File: src/aemif_seq_pkg.sv
// Constants, types and configuration layout for the external memory sequencer
// Function
// - Two independent active-low chip selects, each covering a 64 KB address space.
// - External data width selectable per select between 8 and 16 bits.
// - Read without extended wait lasts setup plus strobe plus hold cycles.
// - Extended wait lengthens a read by sixteen cycles per wait count.
// - Normal mode frames strobe by setup/hold; select-strobe mode selects only during strobe, except in burst reads.
// - All phase lengths count peripheral clock periods.
// - NAND mode accumulates single-bit and four-bit error-correction codes over data.
// - Burst mode uses only the 16-bit bus and reads only; a burst write request runs as a read.
// - Burst reads address linearly and continuously; no wrapping.
// - Timing parameters are held separately for each chip select.
// - Burst read data is captured at the rising edge of the driven burst clock.
// - Counts cover turnaround 1-4, setup 1-16, strobe 1-64, hold 1-8, wait 1-256.
// - Write lasts setup plus strobe plus hold, plus sixteen per wait count.
// - Waiting times out once the wait count exceeds the programmed maximum.
// - Strobe ends four cycles after the wait input deasserts.
package aemif_seq_pkg;

  localparam int ADDR_W   = 16;
  localparam int DATA_W   = 16;
  localparam int NUM_CS   = 2;
  localparam int SETUP_W  = 4;
  localparam int STROBE_W = 6;
  localparam int HOLD_W   = 3;
  localparam int TA_W     = 2;
  localparam int MAXW_W   = 8;
  localparam int EWC_W    = 9;
  localparam int CNT_W    = 8;
  localparam int BEAT_W   = 8;
  localparam int ECC_IDX_W = 12;

  // Peripheral clock and timing
  localparam int CLK_PERIOD_NS       = 25;
  localparam int BURST_PERIOD_MIN_NS = 15;
  localparam int BURST_HALF_MIN      = (BURST_PERIOD_MIN_NS + 2 * CLK_PERIOD_NS - 1)
                                       / (2 * CLK_PERIOD_NS);
  localparam int SYNC_STAGES         = 2;
  localparam int WAIT_END_CYCLES     = 4;
  localparam logic [CNT_W-1:0] WAIT_END_LOAD = CNT_W'(WAIT_END_CYCLES - SYNC_STAGES - 1);
  localparam logic [3:0]       WAIT_UNIT_LAST = 4'hf;

  // Four-bit code feedback polynomial
  localparam logic [DATA_W-1:0] ECC_POLY = 16'h8005;

  typedef enum logic [7:0] {
    S_IDLE    = 8'h01,
    S_SETUP   = 8'h02,
    S_STROBE  = 8'h04,
    S_WAITX   = 8'h08,
    S_WAITEND = 8'h10,
    S_HOLD    = 8'h20,
    S_TURN    = 8'h40,
    S_BURST   = 8'h80
  } state_t;

  // Per-select timing, all counts stored as cycles minus one
  typedef struct packed {
    logic                nand_mode;
    logic                select_strobe;
    logic                extended_wait_enable;
    logic                bus_16bit;
    logic [SETUP_W-1:0]  read_setup_cycles;
    logic [STROBE_W-1:0] read_strobe_cycles;
    logic [HOLD_W-1:0]   read_hold_cycles;
    logic [SETUP_W-1:0]  write_setup_cycles;
    logic [STROBE_W-1:0] write_strobe_cycles;
    logic [HOLD_W-1:0]   write_hold_cycles;
    logic [TA_W-1:0]     turnaround_cycles;
  } cs_cfg_t;

  typedef struct packed {
    logic              write;
    logic              burst;
    logic              cs;
    logic [ADDR_W-1:0] addr;
    logic [DATA_W-1:0] wdata;
    logic [BEAT_W-1:0] beats;
  } req_t;

endpackage

File: src/async_ext_memory_sequencer.sv
// Setup/strobe/hold sequencer for asynchronous and burst external memory
`timescale 1ns/10ps
module async_ext_memory_sequencer
  import aemif_seq_pkg::*;
#(
  parameter int BURST_HALF = (BURST_HALF_MIN > 2) ? BURST_HALF_MIN : 2
) (
  // Clock and reset
  input  wire logic                  clock_in,
  input  wire logic                  srst_in,
  // Configuration and status
  input  wire cs_cfg_t [NUM_CS-1:0]  cfg_in,
  input  wire logic [MAXW_W-1:0]     max_wait_cycles_in,
  input  wire logic                  timeout_clear_in,
  input  wire logic                  ecc_clear_in,
  output logic                       busy_out,
  output logic                       timeout_out,
  output logic [2*ECC_IDX_W-1:0]     ecc_1bit_out,
  output logic [DATA_W-1:0]          ecc_4bit_out,
  // Request side
  input  wire logic                  req_valid_in,
  output logic                       req_ready_out,
  input  wire req_t                  req_in,
  // Read data side
  output logic                       rd_valid_out,
  input  wire logic                  rd_ready_in,
  output logic [DATA_W-1:0]          rd_data_out,
  // External memory pins
  output logic [NUM_CS-1:0]          chip_select_n_out,
  output logic                       read_strobe_n_out,
  output logic                       write_strobe_n_out,
  output logic [13:0]                ext_address_bus_out,
  output logic [1:0]                 ext_bank_address_out,
  input  wire logic [DATA_W-1:0]     ext_data_bus_in,
  output logic [DATA_W-1:0]          ext_data_bus_out,
  output logic                       ext_data_bus_oe_out,
  input  wire logic                  ext_wait_in,
  output logic                       burst_clock_out
);
  typedef struct packed {
    state_t              state;
    logic [CNT_W-1:0]    cnt;
    logic [3:0]          sub;
    logic [EWC_W-1:0]    ext_wait_count;
    logic                waited;
    req_t                req;
    cs_cfg_t             cfg;
    logic [DATA_W-1:0]   rdata;
    logic                push;
    logic                wsync1;
    logic                wsync2;
    logic [DATA_W-1:0]   dsync1;
    logic [DATA_W-1:0]   dsync2;
    logic                bclk;
    logic [CNT_W-1:0]    bdiv;
    logic [1:0]          rise_d;
    logic [BEAT_W-1:0]   beats;
    logic                timeout;
    logic [2*ECC_IDX_W-1:0] ecc1;
    logic [DATA_W-1:0]   ecc4;
    logic [ECC_IDX_W-1:0] eidx;
    logic [9:0]          acc_len;
  } st_t;

  localparam st_t RESET_ST = '{state: S_IDLE, default: '0};

  st_t                    st_r;
  st_t                    st_nxt;
  logic                   buf_ready;
  logic                   in_acc;
  logic                   strobe_ph;
  logic                   cs_act;
  logic                   ev;
  logic                   strobe_done;
  logic [DATA_W-1:0]      word;
  logic [2*ECC_IDX_W-1:0] ecc1_flip;
  logic [DATA_W-1:0]      ecc4_f;
  logic [DATA_W-1:0]      ecc4_step;
  logic                   word_par;

  // Read data buffer
  rdbuf_two_entry #(.W(DATA_W), .DEPTH(2)) u_rdbuf (
    .clock_in      (clock_in),
    .srst_in       (srst_in),
    .in_valid_in   (st_r.push),
    .in_ready_out  (buf_ready),
    .in_data_in    (st_r.rdata),
    .out_valid_out (rd_valid_out),
    .out_ready_in  (rd_ready_in),
    .out_data_out  (rd_data_out)
  );

  // Row parity pairs per word-index bit
  assign word_par = ^word;
  for (genvar k = 0; k < ECC_IDX_W; k++) begin : g_ecc1
    assign ecc1_flip[k]             = word_par & st_r.eidx[k];
    assign ecc1_flip[ECC_IDX_W + k] = word_par & ~st_r.eidx[k];
  end
  assign ecc4_f    = (ecc_clear_in ? '0 : st_r.ecc4) ^ word;
  assign ecc4_step = {ecc4_f[DATA_W-2:0], 1'b0} ^ (ecc4_f[DATA_W-1] ? ECC_POLY : '0);

  always_comb begin
    st_nxt = st_r;
    ev = 1'b0;
    strobe_done = 1'b0;
    word = '0;
    st_nxt.push = 1'b0;
    st_nxt.wsync1 = ext_wait_in;
    st_nxt.wsync2 = st_r.wsync1;
    st_nxt.dsync1 = ext_data_bus_in;
    st_nxt.dsync2 = st_r.dsync1;
    st_nxt.rise_d = {st_r.rise_d[0], 1'b0};
    if (timeout_clear_in) begin
      st_nxt.timeout = 1'b0;
    end
    if (ecc_clear_in) begin
      st_nxt.ecc1 = '0;
      st_nxt.ecc4 = '0;
      st_nxt.eidx = '0;
    end
    case (st_r.state)
      S_IDLE: begin
        if (req_valid_in && req_ready_out) begin
          st_nxt.req = req_in;
          st_nxt.cfg = cfg_in[req_in.cs];
          if (req_in.burst) begin
            st_nxt.cfg.bus_16bit = 1'b1;
            st_nxt.req.write = 1'b0;
          end
          st_nxt.state = S_SETUP;
          st_nxt.cnt = CNT_W'(req_in.write && !req_in.burst ?
                       cfg_in[req_in.cs].write_setup_cycles :
                       cfg_in[req_in.cs].read_setup_cycles);
          st_nxt.acc_len = '0;
          st_nxt.waited = 1'b0;
          st_nxt.beats = '0;
          st_nxt.ext_wait_count = '0;
          st_nxt.bdiv = '0;
        end
      end
      S_SETUP: begin
        st_nxt.acc_len = 10'(st_r.acc_len + 1'b1);
        if (st_r.cnt == '0) begin
          if (st_r.req.burst) begin
            st_nxt.state = S_BURST;
          end else begin
            st_nxt.state = S_STROBE;
            st_nxt.cnt = CNT_W'(st_r.req.write ? st_r.cfg.write_strobe_cycles :
                                                 st_r.cfg.read_strobe_cycles);
            ev = st_r.req.write;
            word = st_r.req.wdata;
          end
        end else begin
          st_nxt.cnt = CNT_W'(st_r.cnt - 1'b1);
        end
      end
      S_STROBE: begin
        st_nxt.acc_len = 10'(st_r.acc_len + 1'b1);
        if (st_r.cnt != '0) begin
          st_nxt.cnt = CNT_W'(st_r.cnt - 1'b1);
        end else if (st_r.cfg.extended_wait_enable && st_r.wsync2) begin
          st_nxt.state = S_WAITX;
          st_nxt.sub = '0;
          st_nxt.ext_wait_count = '0;
          st_nxt.waited = 1'b1;
        end else begin
          strobe_done = 1'b1;
        end
      end
      S_WAITX: begin
        st_nxt.sub = 4'(st_r.sub + 1'b1);
        st_nxt.ext_wait_count = EWC_W'(st_r.ext_wait_count + (st_r.sub == WAIT_UNIT_LAST));
        if (!st_r.wsync2) begin
          st_nxt.state = S_WAITEND;
          st_nxt.cnt = WAIT_END_LOAD;
        end else if (st_r.ext_wait_count > EWC_W'(max_wait_cycles_in)) begin
          st_nxt.timeout = 1'b1;
          strobe_done = 1'b1;
        end
      end
      S_WAITEND: begin
        if (st_r.cnt == '0) begin
          strobe_done = 1'b1;
        end else begin
          st_nxt.cnt = CNT_W'(st_r.cnt - 1'b1);
        end
      end
      S_HOLD: begin
        st_nxt.acc_len = 10'(st_r.acc_len + 1'b1);
        if (st_r.cnt == '0) begin
          st_nxt.state = S_TURN;
          st_nxt.cnt = CNT_W'(st_r.cfg.turnaround_cycles);
        end else begin
          st_nxt.cnt = CNT_W'(st_r.cnt - 1'b1);
        end
      end
      S_TURN: begin
        if (st_r.cnt == '0) begin
          st_nxt.state = S_IDLE;
        end else begin
          st_nxt.cnt = CNT_W'(st_r.cnt - 1'b1);
        end
      end
      S_BURST: begin
        st_nxt.bdiv = CNT_W'(st_r.bdiv + 1'b1);
        if (st_r.bdiv == CNT_W'(BURST_HALF - 1)) begin
          st_nxt.bdiv = '0;
          if (st_r.bclk) begin
            st_nxt.bclk = 1'b0;
          end else if (st_r.beats != st_r.req.beats && buf_ready) begin
            st_nxt.bclk = 1'b1;
            st_nxt.rise_d[0] = 1'b1;
          end
        end
        if (st_r.rise_d[1]) begin
          st_nxt.push = 1'b1;
          st_nxt.rdata = st_r.dsync2;
          ev = 1'b1;
          word = st_r.dsync2;
          st_nxt.beats = BEAT_W'(st_r.beats + 1'b1);
          st_nxt.req.addr = ADDR_W'(st_r.req.addr + 2'd2);
        end else if (st_r.beats == st_r.req.beats && !st_r.bclk && st_r.rise_d == '0) begin
          st_nxt.state = S_HOLD;
          st_nxt.bdiv = '0;
          st_nxt.cnt = CNT_W'(st_r.cfg.read_hold_cycles);
        end
      end
      default: begin
        st_nxt.state = S_IDLE;
      end
    endcase
    if (strobe_done) begin
      st_nxt.state = S_HOLD;
      st_nxt.cnt = CNT_W'(st_r.req.write ? st_r.cfg.write_hold_cycles :
                                           st_r.cfg.read_hold_cycles);
      if (!st_r.req.write) begin
        st_nxt.push = 1'b1;
        st_nxt.rdata = st_r.cfg.bus_16bit ? st_r.dsync2 : {8'h00, st_r.dsync2[7:0]};
        ev = 1'b1;
        word = st_nxt.rdata;
      end
    end
    if (ev && st_r.cfg.nand_mode) begin
      st_nxt.ecc1 = (ecc_clear_in ? '0 : st_r.ecc1) ^ ecc1_flip;
      st_nxt.ecc4 = ecc4_step;
      st_nxt.eidx = ECC_IDX_W'((ecc_clear_in ? '0 : st_r.eidx) + 1'b1);
    end
  end

  always_ff @(posedge clock_in) begin
    if (srst_in) begin
      st_r <= RESET_ST;
    end else begin
      st_r <= st_nxt;
    end
  end

  // Pin drive
  assign in_acc    = (st_r.state & (S_SETUP | S_STROBE | S_WAITX | S_WAITEND |
                                    S_HOLD | S_BURST)) != '0;
  assign strobe_ph = (st_r.state & (S_STROBE | S_WAITX | S_WAITEND | S_BURST)) != '0;
  assign cs_act    = (st_r.cfg.select_strobe && !st_r.req.burst) ? strobe_ph : in_acc;
  assign chip_select_n_out  = {!(cs_act && st_r.req.cs), !(cs_act && !st_r.req.cs)};
  assign read_strobe_n_out  = !(strobe_ph && !st_r.req.write);
  assign write_strobe_n_out = !(strobe_ph && st_r.req.write);
  assign {ext_bank_address_out, ext_address_bus_out} =
    st_r.cfg.bus_16bit ? {1'b0, st_r.req.addr[ADDR_W-1:1]} : st_r.req.addr;
  assign ext_data_bus_out    = st_r.cfg.bus_16bit ? st_r.req.wdata :
                                                    {8'h00, st_r.req.wdata[7:0]};
  assign ext_data_bus_oe_out = in_acc && st_r.req.write;
  assign burst_clock_out     = st_r.bclk;
  assign req_ready_out       = (st_r.state == S_IDLE) && buf_ready;
  assign busy_out            = (st_r.state != S_IDLE);
  assign timeout_out         = st_r.timeout;
  assign ecc_1bit_out        = st_r.ecc1;
  assign ecc_4bit_out        = st_r.ecc4;

  AST_CS_EXCLUSIVE: assert property (@(posedge clock_in) disable iff (srst_in)
    chip_select_n_out != 2'b00) else $error("both chip selects active");
  AST_CYCLE_LEN: assert property (@(posedge clock_in) disable iff (srst_in)
    (st_r.state == S_HOLD && st_r.cnt == '0 && !st_r.waited && !st_r.req.burst) |->
    st_r.acc_len == 10'(st_r.req.write ?
      st_r.cfg.write_setup_cycles + st_r.cfg.write_strobe_cycles + st_r.cfg.write_hold_cycles :
      st_r.cfg.read_setup_cycles + st_r.cfg.read_strobe_cycles + st_r.cfg.read_hold_cycles) + 10'd2)
    else $error("access length wrong");
  AST_SS_SELECT: assert property (@(posedge clock_in) disable iff (srst_in)
    (in_acc && st_r.cfg.select_strobe && !st_r.req.burst) |->
    ((chip_select_n_out == 2'b11) == (read_strobe_n_out && write_strobe_n_out)))
    else $error("select-strobe framing wrong");
  AST_SETUP_LEAD: assert property (@(posedge clock_in) disable iff (srst_in)
    ($fell(read_strobe_n_out) && !st_r.cfg.select_strobe) |->
    $past(chip_select_n_out != 2'b11, 1)) else $error("select not ahead of strobe");
  AST_WAIT_END: assert property (@(posedge clock_in) disable iff (srst_in)
    (st_r.state == S_WAITX && !st_r.wsync2) |=>
    (st_r.state == S_WAITEND) [*2] ##1 (st_r.state == S_HOLD)) else $error("wait end late");
  AST_TIMEOUT: assert property (@(posedge clock_in) disable iff (srst_in)
    $rose(timeout_out) |-> $past(st_r.state == S_WAITX) && st_r.state == S_HOLD)
    else $error("timeout outside wait");
  AST_TURN_IDLE: assert property (@(posedge clock_in) disable iff (srst_in)
    (st_r.state == S_TURN) |-> (chip_select_n_out == 2'b11 && read_strobe_n_out &&
    write_strobe_n_out && !ext_data_bus_oe_out)) else $error("turnaround not idle");
  AST_ADDR_STABLE: assert property (@(posedge clock_in) disable iff (srst_in)
    (in_acc && $past(in_acc) && !st_r.req.burst) |->
    ($stable(ext_address_bus_out) && $stable(ext_bank_address_out) &&
     ($stable(chip_select_n_out) || st_r.cfg.select_strobe)))
    else $error("address moved in access");
  AST_BURST_CAPTURE: assert property (@(posedge clock_in) disable iff (srst_in)
    (st_r.push && st_r.state == S_BURST) |->
    ($past(burst_clock_out, 2) && !$past(burst_clock_out, 3)))
    else $error("burst capture not on rising edge");
  AST_BURST_LINEAR: assert property (@(posedge clock_in) disable iff (srst_in)
    (st_r.state == S_BURST && $past(st_r.state) == S_BURST && $changed(st_r.req.addr)) |->
    st_r.req.addr == ADDR_W'($past(st_r.req.addr) + 2'd2)) else $error("burst address wrapped");
endmodule // async_ext_memory_sequencer

File: src/rdbuf_two_entry.sv
// Small valid/ready buffer for read data
`timescale 1ns/10ps
module rdbuf_two_entry #(
  parameter int W     = 16,
  parameter int DEPTH = 2
) (
  // Clock and reset
  input  wire logic         clock_in,
  input  wire logic         srst_in,
  // Fill side
  input  wire logic         in_valid_in,
  output logic              in_ready_out,
  input  wire logic [W-1:0] in_data_in,
  // Drain side
  output logic              out_valid_out,
  input  wire logic         out_ready_in,
  output logic [W-1:0]      out_data_out
);
  localparam int PW = (DEPTH > 1) ? $clog2(DEPTH) : 1;
  localparam int CW = $clog2(DEPTH + 1);

  typedef struct packed {
    logic [DEPTH-1:0][W-1:0] mem;
    logic [PW-1:0]           wp;
    logic [PW-1:0]           rp;
    logic [CW-1:0]           count;
  } buf_t;

  buf_t st_r;
  buf_t st_nxt;
  logic push;
  logic pop;

  assign in_ready_out  = (st_r.count != CW'(DEPTH));
  assign out_valid_out = (st_r.count != '0);
  assign out_data_out  = st_r.mem[st_r.rp];
  assign push          = in_valid_in && in_ready_out;
  assign pop           = out_valid_out && out_ready_in;

  always_comb begin
    st_nxt = st_r;
    if (push) begin
      st_nxt.mem[st_r.wp] = in_data_in;
      st_nxt.wp = (st_r.wp == PW'(DEPTH - 1)) ? '0 : PW'(st_r.wp + 1'b1);
    end
    if (pop) begin
      st_nxt.rp = (st_r.rp == PW'(DEPTH - 1)) ? '0 : PW'(st_r.rp + 1'b1);
    end
    if (push && !pop) begin
      st_nxt.count = CW'(st_r.count + 1'b1);
    end else if (pop && !push) begin
      st_nxt.count = CW'(st_r.count - 1'b1);
    end
  end

  always_ff @(posedge clock_in) begin
    if (srst_in) begin
      st_r <= '0;
    end else begin
      st_r <= st_nxt;
    end
  end
endmodule // rdbuf_two_entry
File: config.mk
export PLATFORM = sky130hd
export DESIGN_NAME = async_ext_memory_sequencer
export DESIGN_NICKNAME = d
export VERILOG_FILES = /design/src/aemif_seq_pkg.sv /design/src/async_ext_memory_sequencer.sv /design/src/rdbuf_two_entry.sv
export SDC_FILE = /design/constraint.sdc
export NUM_CORES = 1
export LEC_CHECK = 0
export BUFFER_PORTS_ARGS = -buffer_cell sky130_fd_sc_hd__buf_2
export CORE_ASPECT_RATIO = 0.75
export CORE_MARGIN = 2
export CORE_UTILIZATION = 45
export DETAILED_ROUTE_END_ITERATION = 16
export GPL_ROUTABILITY_DRIVEN = 0
export MAX_ROUTING_LAYER = met4
export PLACE_DENSITY = 0.77
export SLEW_MARGIN = 40
export SYNTH_ARGS = -nofsm -noshare
export SYNTH_HDL_FRONTEND = slang
export SYNTH_SLANG_ARGS = --single-unit
File: constraint.sdc
create_clock -name clock_in -period 10.12 [get_ports clock_in]
set_clock_uncertainty 0.05 [all_clocks]
set_input_delay 0.506 -clock clock_in [delete_from_list [all_inputs] [get_ports clock_in]]
set_output_delay 0.506 -clock clock_in [all_outputs]
set_load 0.01 [all_outputs]
Word-level counts from Yosys, hierarchy flattened
Index checks and enable logic that the tools add are counted.
{ "classes": {"magnitude_cmp": 5, "add_sub_neg": 11, "n_reduce_logical": 55, "eq_ne": 37, "div_mod_pow": 0, "shift": 0, "mux": 86, "bitwise": 42, "multipliers": 0} }
{ "ops": {"columns": ["operator", "n"], "rows": [
  ["$mux W16", 18],
  ["$mux W8", 16],
  ["$mux W52", 2],
  ["$mux W85", 1],
  ["$mux W17", 4],
  ["$mux W32", 2],
  ["$pmux W16 S2", 2],
  ["$pmux W8 S8", 1],
  ["$pmux W8 S7", 1],
  ["$mux W14", 3],
  ["$ne A3 B3 Y1 const B", 11],
  ["$bwmux W32", 1],
  ["$pmux W8 S2", 2],
  ["$reduce_bool A8 Y1", 4],
  ["$xor A16 B16 Y16", 2],
  ["$pmux W9 S3", 1],
  ["$and A1 B1 Y1", 24],
  ["$mux W24", 1],
  ["$ne A2 B2 Y1 const B", 12],
  ["$xor A24 B24 Y24", 1],
  ["$mux W1", 21],
  ["$reduce_and A10 Y1", 2],
  ["$logic_and A1 B1 Y1", 19],
  ["$add A16 B2 Y16 const B", 1],
  ["46 further kinds", 84]
]} }
{ "word_totals": {"regBits": 263, "latch_bits": 0, "mem_count": 0, "wordCells": 278, "mem_bits_rw": 0, "out_inout_bits": 98, "in_bits": 138, "rom_bits": 0} }

Depth between registers and ports, before layout
{ "depth": {"ltp_word": 9, "ltp_mapped": 17, "ltp_nobuf": 13} }

Modules after synthesis
A second synthesis with hierarchy kept.
{ "unflattened": {"cells_unflattened": 1537, "hier_area_um2": 12918.6} }
{ "modules_own_cells": {"columns": ["mod", "n_inst", "area_per_inst_um2", "cells_per_inst", "seq_area_each_um2"], "rows": [
  ["async_ext_memory_sequencer", 1, 11190.7, 1356, 4384.2],
  ["rdbuf_two_entry", 1, 1727.9, 181, 720.7]
]} }

Least setup slack after synthesis
OpenSTA, ideal clock, no wires.
{ "synth_path": {"kind": "input to register", "start": "in max_wait_cycles_in[6]", "end": "reg st_r (netlist bit ecc_1bit_out[20])", "setup_slack_ns": 6.816, "path_buffers": 1, "arrival_ns": 3.184, "path_stages": 13, "required_time_ns": 10.000, "setup_ns": 0.070, "cell_sequence": "inv_1 ha_1 a21o_1 a211o_1 a21oi_1 o22a_1 nand2_1 a221oi_2 xnor2_1 xnor2_1 buf_2 or4_1 a21oi_1"} }
{ "synth_via": {"elab_chain_len": 9, "word_cells_on_any_way": 12, "classes_between": "order compare: 1; mux: 6; bitwise: 2; reduce/logical: 3"} }
{ "synth_lines": {"columns": ["item", "line_no", "source"], "rows": [
  ["from (decl)", "async_ext_memory_sequencer.sv:13", "input wire logic [MAXW_W-1:0] max_wait_cycles_in,"],
  ["$gt A9 B8 Y1 *", "async_ext_memory_sequencer.sv:176", "end else if (st_r.ext_wait_count > EWC_W'(max_wait_cycles_in)) begin"],
  ["$mux W1 *", "async_ext_memory_sequencer.sv:176", null],
  ["$mux W1 *", "async_ext_memory_sequencer.sv:173", "if (!st_r.wsync2) begin"],
  ["$pmux W1 S3 *", "async_ext_memory_sequencer.sv:121", "case (st_r.state)"],
  ["$mux W16", "async_ext_memory_sequencer.sv:232", "if (strobe_done) begin"],
  ["$reduce_xor A16 Y1", "async_ext_memory_sequencer.sv:94", "assign word_par = ^word;"],
  ["$and A1 B1 Y1", "async_ext_memory_sequencer.sv:97", "assign ecc1_flip[ECC_IDX_W + k] = word_par & ~st_r.eidx[k];"],
  ["$xor A24 B24 Y24", "async_ext_memory_sequencer.sv:244", "st_nxt.ecc1 = (ecc_clear_in ? '0 : st_r.ecc1) ^ ecc1_flip;"],
  ["$mux W52", "async_ext_memory_sequencer.sv:243", "if (ev && st_r.cfg.nand_mode) begin"],
  ["to (signal assigned)", "async_ext_memory_sequencer.sv:254", "st_r <= st_nxt;"],
  ["to (decl)", "async_ext_memory_sequencer.sv:67", "st_t st_r;"]
]} }
Every way passes the cells marked *; elsewhere a longest branch is shown, timed or not.
A chain may end at the register's enable or synchronous reset.

Final worst setup path
{ "layout_path": {"start": "reg st_r[222] in the netlist's numbering", "end": "reg st_r (netlist bit ecc_1bit_out[20])"} }
{ "layout_via": {"elab_chain_len": 9, "word_cells_on_any_way": 19, "classes_between": "mux: 12; bitwise: 2; reduce/logical: 5"} }
{ "layout_lines": {"columns": ["item", "line_no", "source"], "rows": [
  ["$logic_not A8 Y1", "async_ext_memory_sequencer.sv:143, async_ext_memory_sequencer.sv:182", null],
  ["$mux W16", "async_ext_memory_sequencer.sv:143", "if (st_r.cnt == '0) begin"],
  ["$pmux W16 S2", "async_ext_memory_sequencer.sv:121", null],
  ["$mux W16", "async_ext_memory_sequencer.sv:236", "if (!st_r.req.write) begin"],
  ["$mux W16", "async_ext_memory_sequencer.sv:232", null],
  ["$reduce_xor A16 Y1", "async_ext_memory_sequencer.sv:94", null],
  ["$and A1 B1 Y1", "async_ext_memory_sequencer.sv:97", null],
  ["$xor A24 B24 Y24", "async_ext_memory_sequencer.sv:244", null],
  ["$mux W52", "async_ext_memory_sequencer.sv:243", null]
]} }
Parallel ways exist; a longest one is shown, timed or not.

==> results.md <==
- Footprint of the multi-input gates: 6804 µm²
- Gr usage total: 24.08%
- Synth Warn #: 0
- Setup Buffers After CTS: 0
- H-tree depth: 1
- Most used DFF post-synth: dfxtp_1
- TNS Setup: 0 ns
- Worst min path class: primary input to flip-flop
- # resized after CTS: 0
- Residual DRC: 0
- Num CTS Buffers: 26
- 1st-iter DRT viols: 936
- CTS sink cnt: 255
- Core ar.: 27,850 µm²
- Max-cap violations: 0
- Pleak: 0.005752 µW
- Critical path type: flip-flop to flip-flop
- Nets: 1,841
- Asr flop ratio synth: 0%
- R2R Setup Slk: 5.91 ns
- Starting density of the core: 45.58%
- Fin crit share: 41.58%
- Post-CTS Hold Buffers: 0
- Number of flops mapped to enable cells by yosys: 0
- Worst hold start: ext_data_bus_in[4]
- Max Buffers Root-to-Sink: 3
- Most frequent cells in the layout: dfxtp_1 (254), nand2_1 (249), buf_2 (233)
- Worst path bufs/invs: 2
- Area leader, netlist: dfxtp_1
- Largest net degree at the start of global routing: 91
- Grt ovf: 0
- RR Startpoint: st_r[222]
- Root Buffer: clkbuf_16
- Vias: 11,540
- CTS tree: done
- Sequential share of the synthesized area: 40.22%
- Die ar.: 29,580 µm²
- Tmin final: 4.208 ns
- RSZ-0062 raised after global routing: false
- Worst path slowest cell: nor3_4
- Global-route wire length before repair: 55.89 mm
- DP Wirelength: 25.46 mm
- Initial antenna violation count: 0
- R2R cell count: 14
- IR drop worst, VDD: 0.1338 mV
- Synth Instances: 1,549
- Origin of the worst setup path: st_r[222]
- Via/cell ratio: 5.603
- First-pass DRT Iterations: 5
- Setup slack at placement: 5.841 ns
- Routed WL: 35.51 mm
- CP delay by family, top: simple AND/OR/NAND/NOR gates
- IO Pins: 236
- Clock Latency Late Sink: 0.54 ns
- Syn_nets: 1,705
- Cells along the critical path: inv_1, ha_1, nor4b_2, nand2_1, nor3_4, nand2_1, a22oi_1, o21ai_0, xor2_1, xnor2_1, xnor2_2, buf_4, or4_1, a21oi_1
- Layout area overhead: 15.16%
- Routed len/inst: 17.24 µm
- Hold EP: st_nxt[86]
- Die height: 149.5 µm
- Register area: 5106 µm²
- CP Capture Type: flip-flop
- Worst slew pin tran: 0.8650 ns
- Syn Std Cell Area: 12,690 µm²
- PortBufs: 235
- Cell mode on critical path: nand2_1
- Critical R2R Capture: ecc_1bit_out[20]
- Final setup violation count: 0
- Arrival time at the worst endpoint: 4.61 ns
- Synth area leaders: dfxtp_1 (40%), nand2_1 (7.4%), a21oi_1 (6.2%)
- Clock slew at reported path FFs: 0.06 ns
- Share of cells above drive strength 1: 20.26%
- #FFs+latches synth: 255
- Post-synth cell types: 66
- Die X: 197.9 µm
- Cells on Worst Hold Path: 2
- Critical path required time: 10.52 ns
- Syn Area/Cell: 8.195 µm²
- Crit path largest cell delay: 0.61 ns
- Post-synth top area share: 40.22%
- FP Rows: 53
- Vias in the first global route: 10,570
- Worst setup SP type: flip-flop
- CP max FO: 48
- Status: completed
- Fillers: 2,608
- Setup slack after layout: 5.912 ns
- Post-DRT Antenna Nets: 0
- Final hold vios: 0
- Commonest non-fill, non-tap cell in the layout: dfxtp_1
- Antenna diode count: 0
- Final Slew Violations: 0
- F_max: 237.6 MHz
- Slew headroom: 42.33%
- P per Cell Area: 202.5 nW/µm²
## cells in the mapped netlist, types with 22 or more instances
library cell and instances:
nand3_1 28, or3_1 22, mux2i_1 34, xor2_1 30, nand2_1 249, nand4_1 29
a21oi_1 157, inv_1 22, nor2_1 118, nor2b_1 89, dfxtp_1 255, mux2_2 29
buf_4 49, o21ai_0 61, clkbuf_1 76, nor3_1 23, xnor2_1 24, a211oi_1 36
## layer usage
metal	GRT usage (%)	part of all wire (%)	vias up
met5	-	0	-
met4	6.805	2.7	0
met3	4.643	7.9	72
met2	35.95	44	436
met1	33.22	45	5387
li1	-	-	5647
## where the power goes
part           total (µW)  internal (µW)  leakage (µW)  switching (µW)
Clock                 999            596      0.000439             403
Combinational         728            274       0.00324             454
Sequential           1230           1110       0.00207             125
## layout make-up
type / count / share of cell area, %
clock inverter: 9 / 1.036
clock buffer: 37 / 5.144
inverter: 23 / 0.5906
timing repair buffer: 246 / 8.696
tap: 357 / 3.056
sequential: 255 / 34.93
multi-input combinational: 1133 / 46.55
## worst register-to-register path, stage by stage, from the launching register on
cell	delay [ns]
dfxtp_1	0.33
inv_1	0.08
ha_1	0.22
nor4b_2	0.41
nand2_1	0.32
nor3_4	0.61
nand2_1	0.21
a22oi_1	0.21
o21ai_0	0.12
xor2_1	0.17
xnor2_1	0.35
xnor2_2	0.11
buf_4	0.25
or4_1	0.52
a21oi_1	0.16
## flip-flops by register name, summed over array words and instances (netlist names)
name and count:
st_r 159, st_nxt 18, ecc_1bit_out 24, u_rdbuf.st_r 36
ecc_4bit_out 16, timeout_out 1, burst_clock_out 1
## how the worst max path moves through the flow
stage | slack (ns) | cells after the start | to
floorplan | 6.82 | 13 | ecc_1bit_out[20]
global placement | 6.03 | 14 | ecc_1bit_out[13]
detailed placement | 5.84 | 14 | ecc_1bit_out[20]
CTS | 5.79 | 14 | ecc_1bit_out[20]
global route | 5.64 | 14 | ecc_1bit_out[17]
finish | 5.91 | 14 | ecc_1bit_out[20]
## metrics by stage
stage | hold slack [ns] | instance area, µm² | instances | total power [µW] | utilization, %
after CTS | 0.1000 | 14600 | 2060 | 2964 | 52.43
after detailed placement | 0.3720 | 13700 | 2014 | 1960 | 49.18
after global placement | 0.3705 | 13690 | 2014 | 1932 | 49.14
final | 0.1213 | 14620 | 2060 | 2960 | 52.48
after floorplan | 0.3638 | 12690 | 1549 | 1734 | -
after global routing | 0.1007 | 14620 | 2060 | 3114 | 52.48
## cells by family (layout without fill, tap and decap cells)
group | after synthesis | in the layout | share of synthesized area (%)
AOI/OAI and AO/OA | 354 | 354 | 17.18
xor gates and xnor gates | 54 | 54 | 3.726
adders and majority gates | 18 | 18 | 1.774
buffers and inverters | 161 | 315 | 6.496
DFF | 255 | 255 | 40.22
muxes | 67 | 67 | 5.964
and+or+nand+nor | 640 | 640 | 24.64
Note: power is estimated with default switching activity, not from simulation.
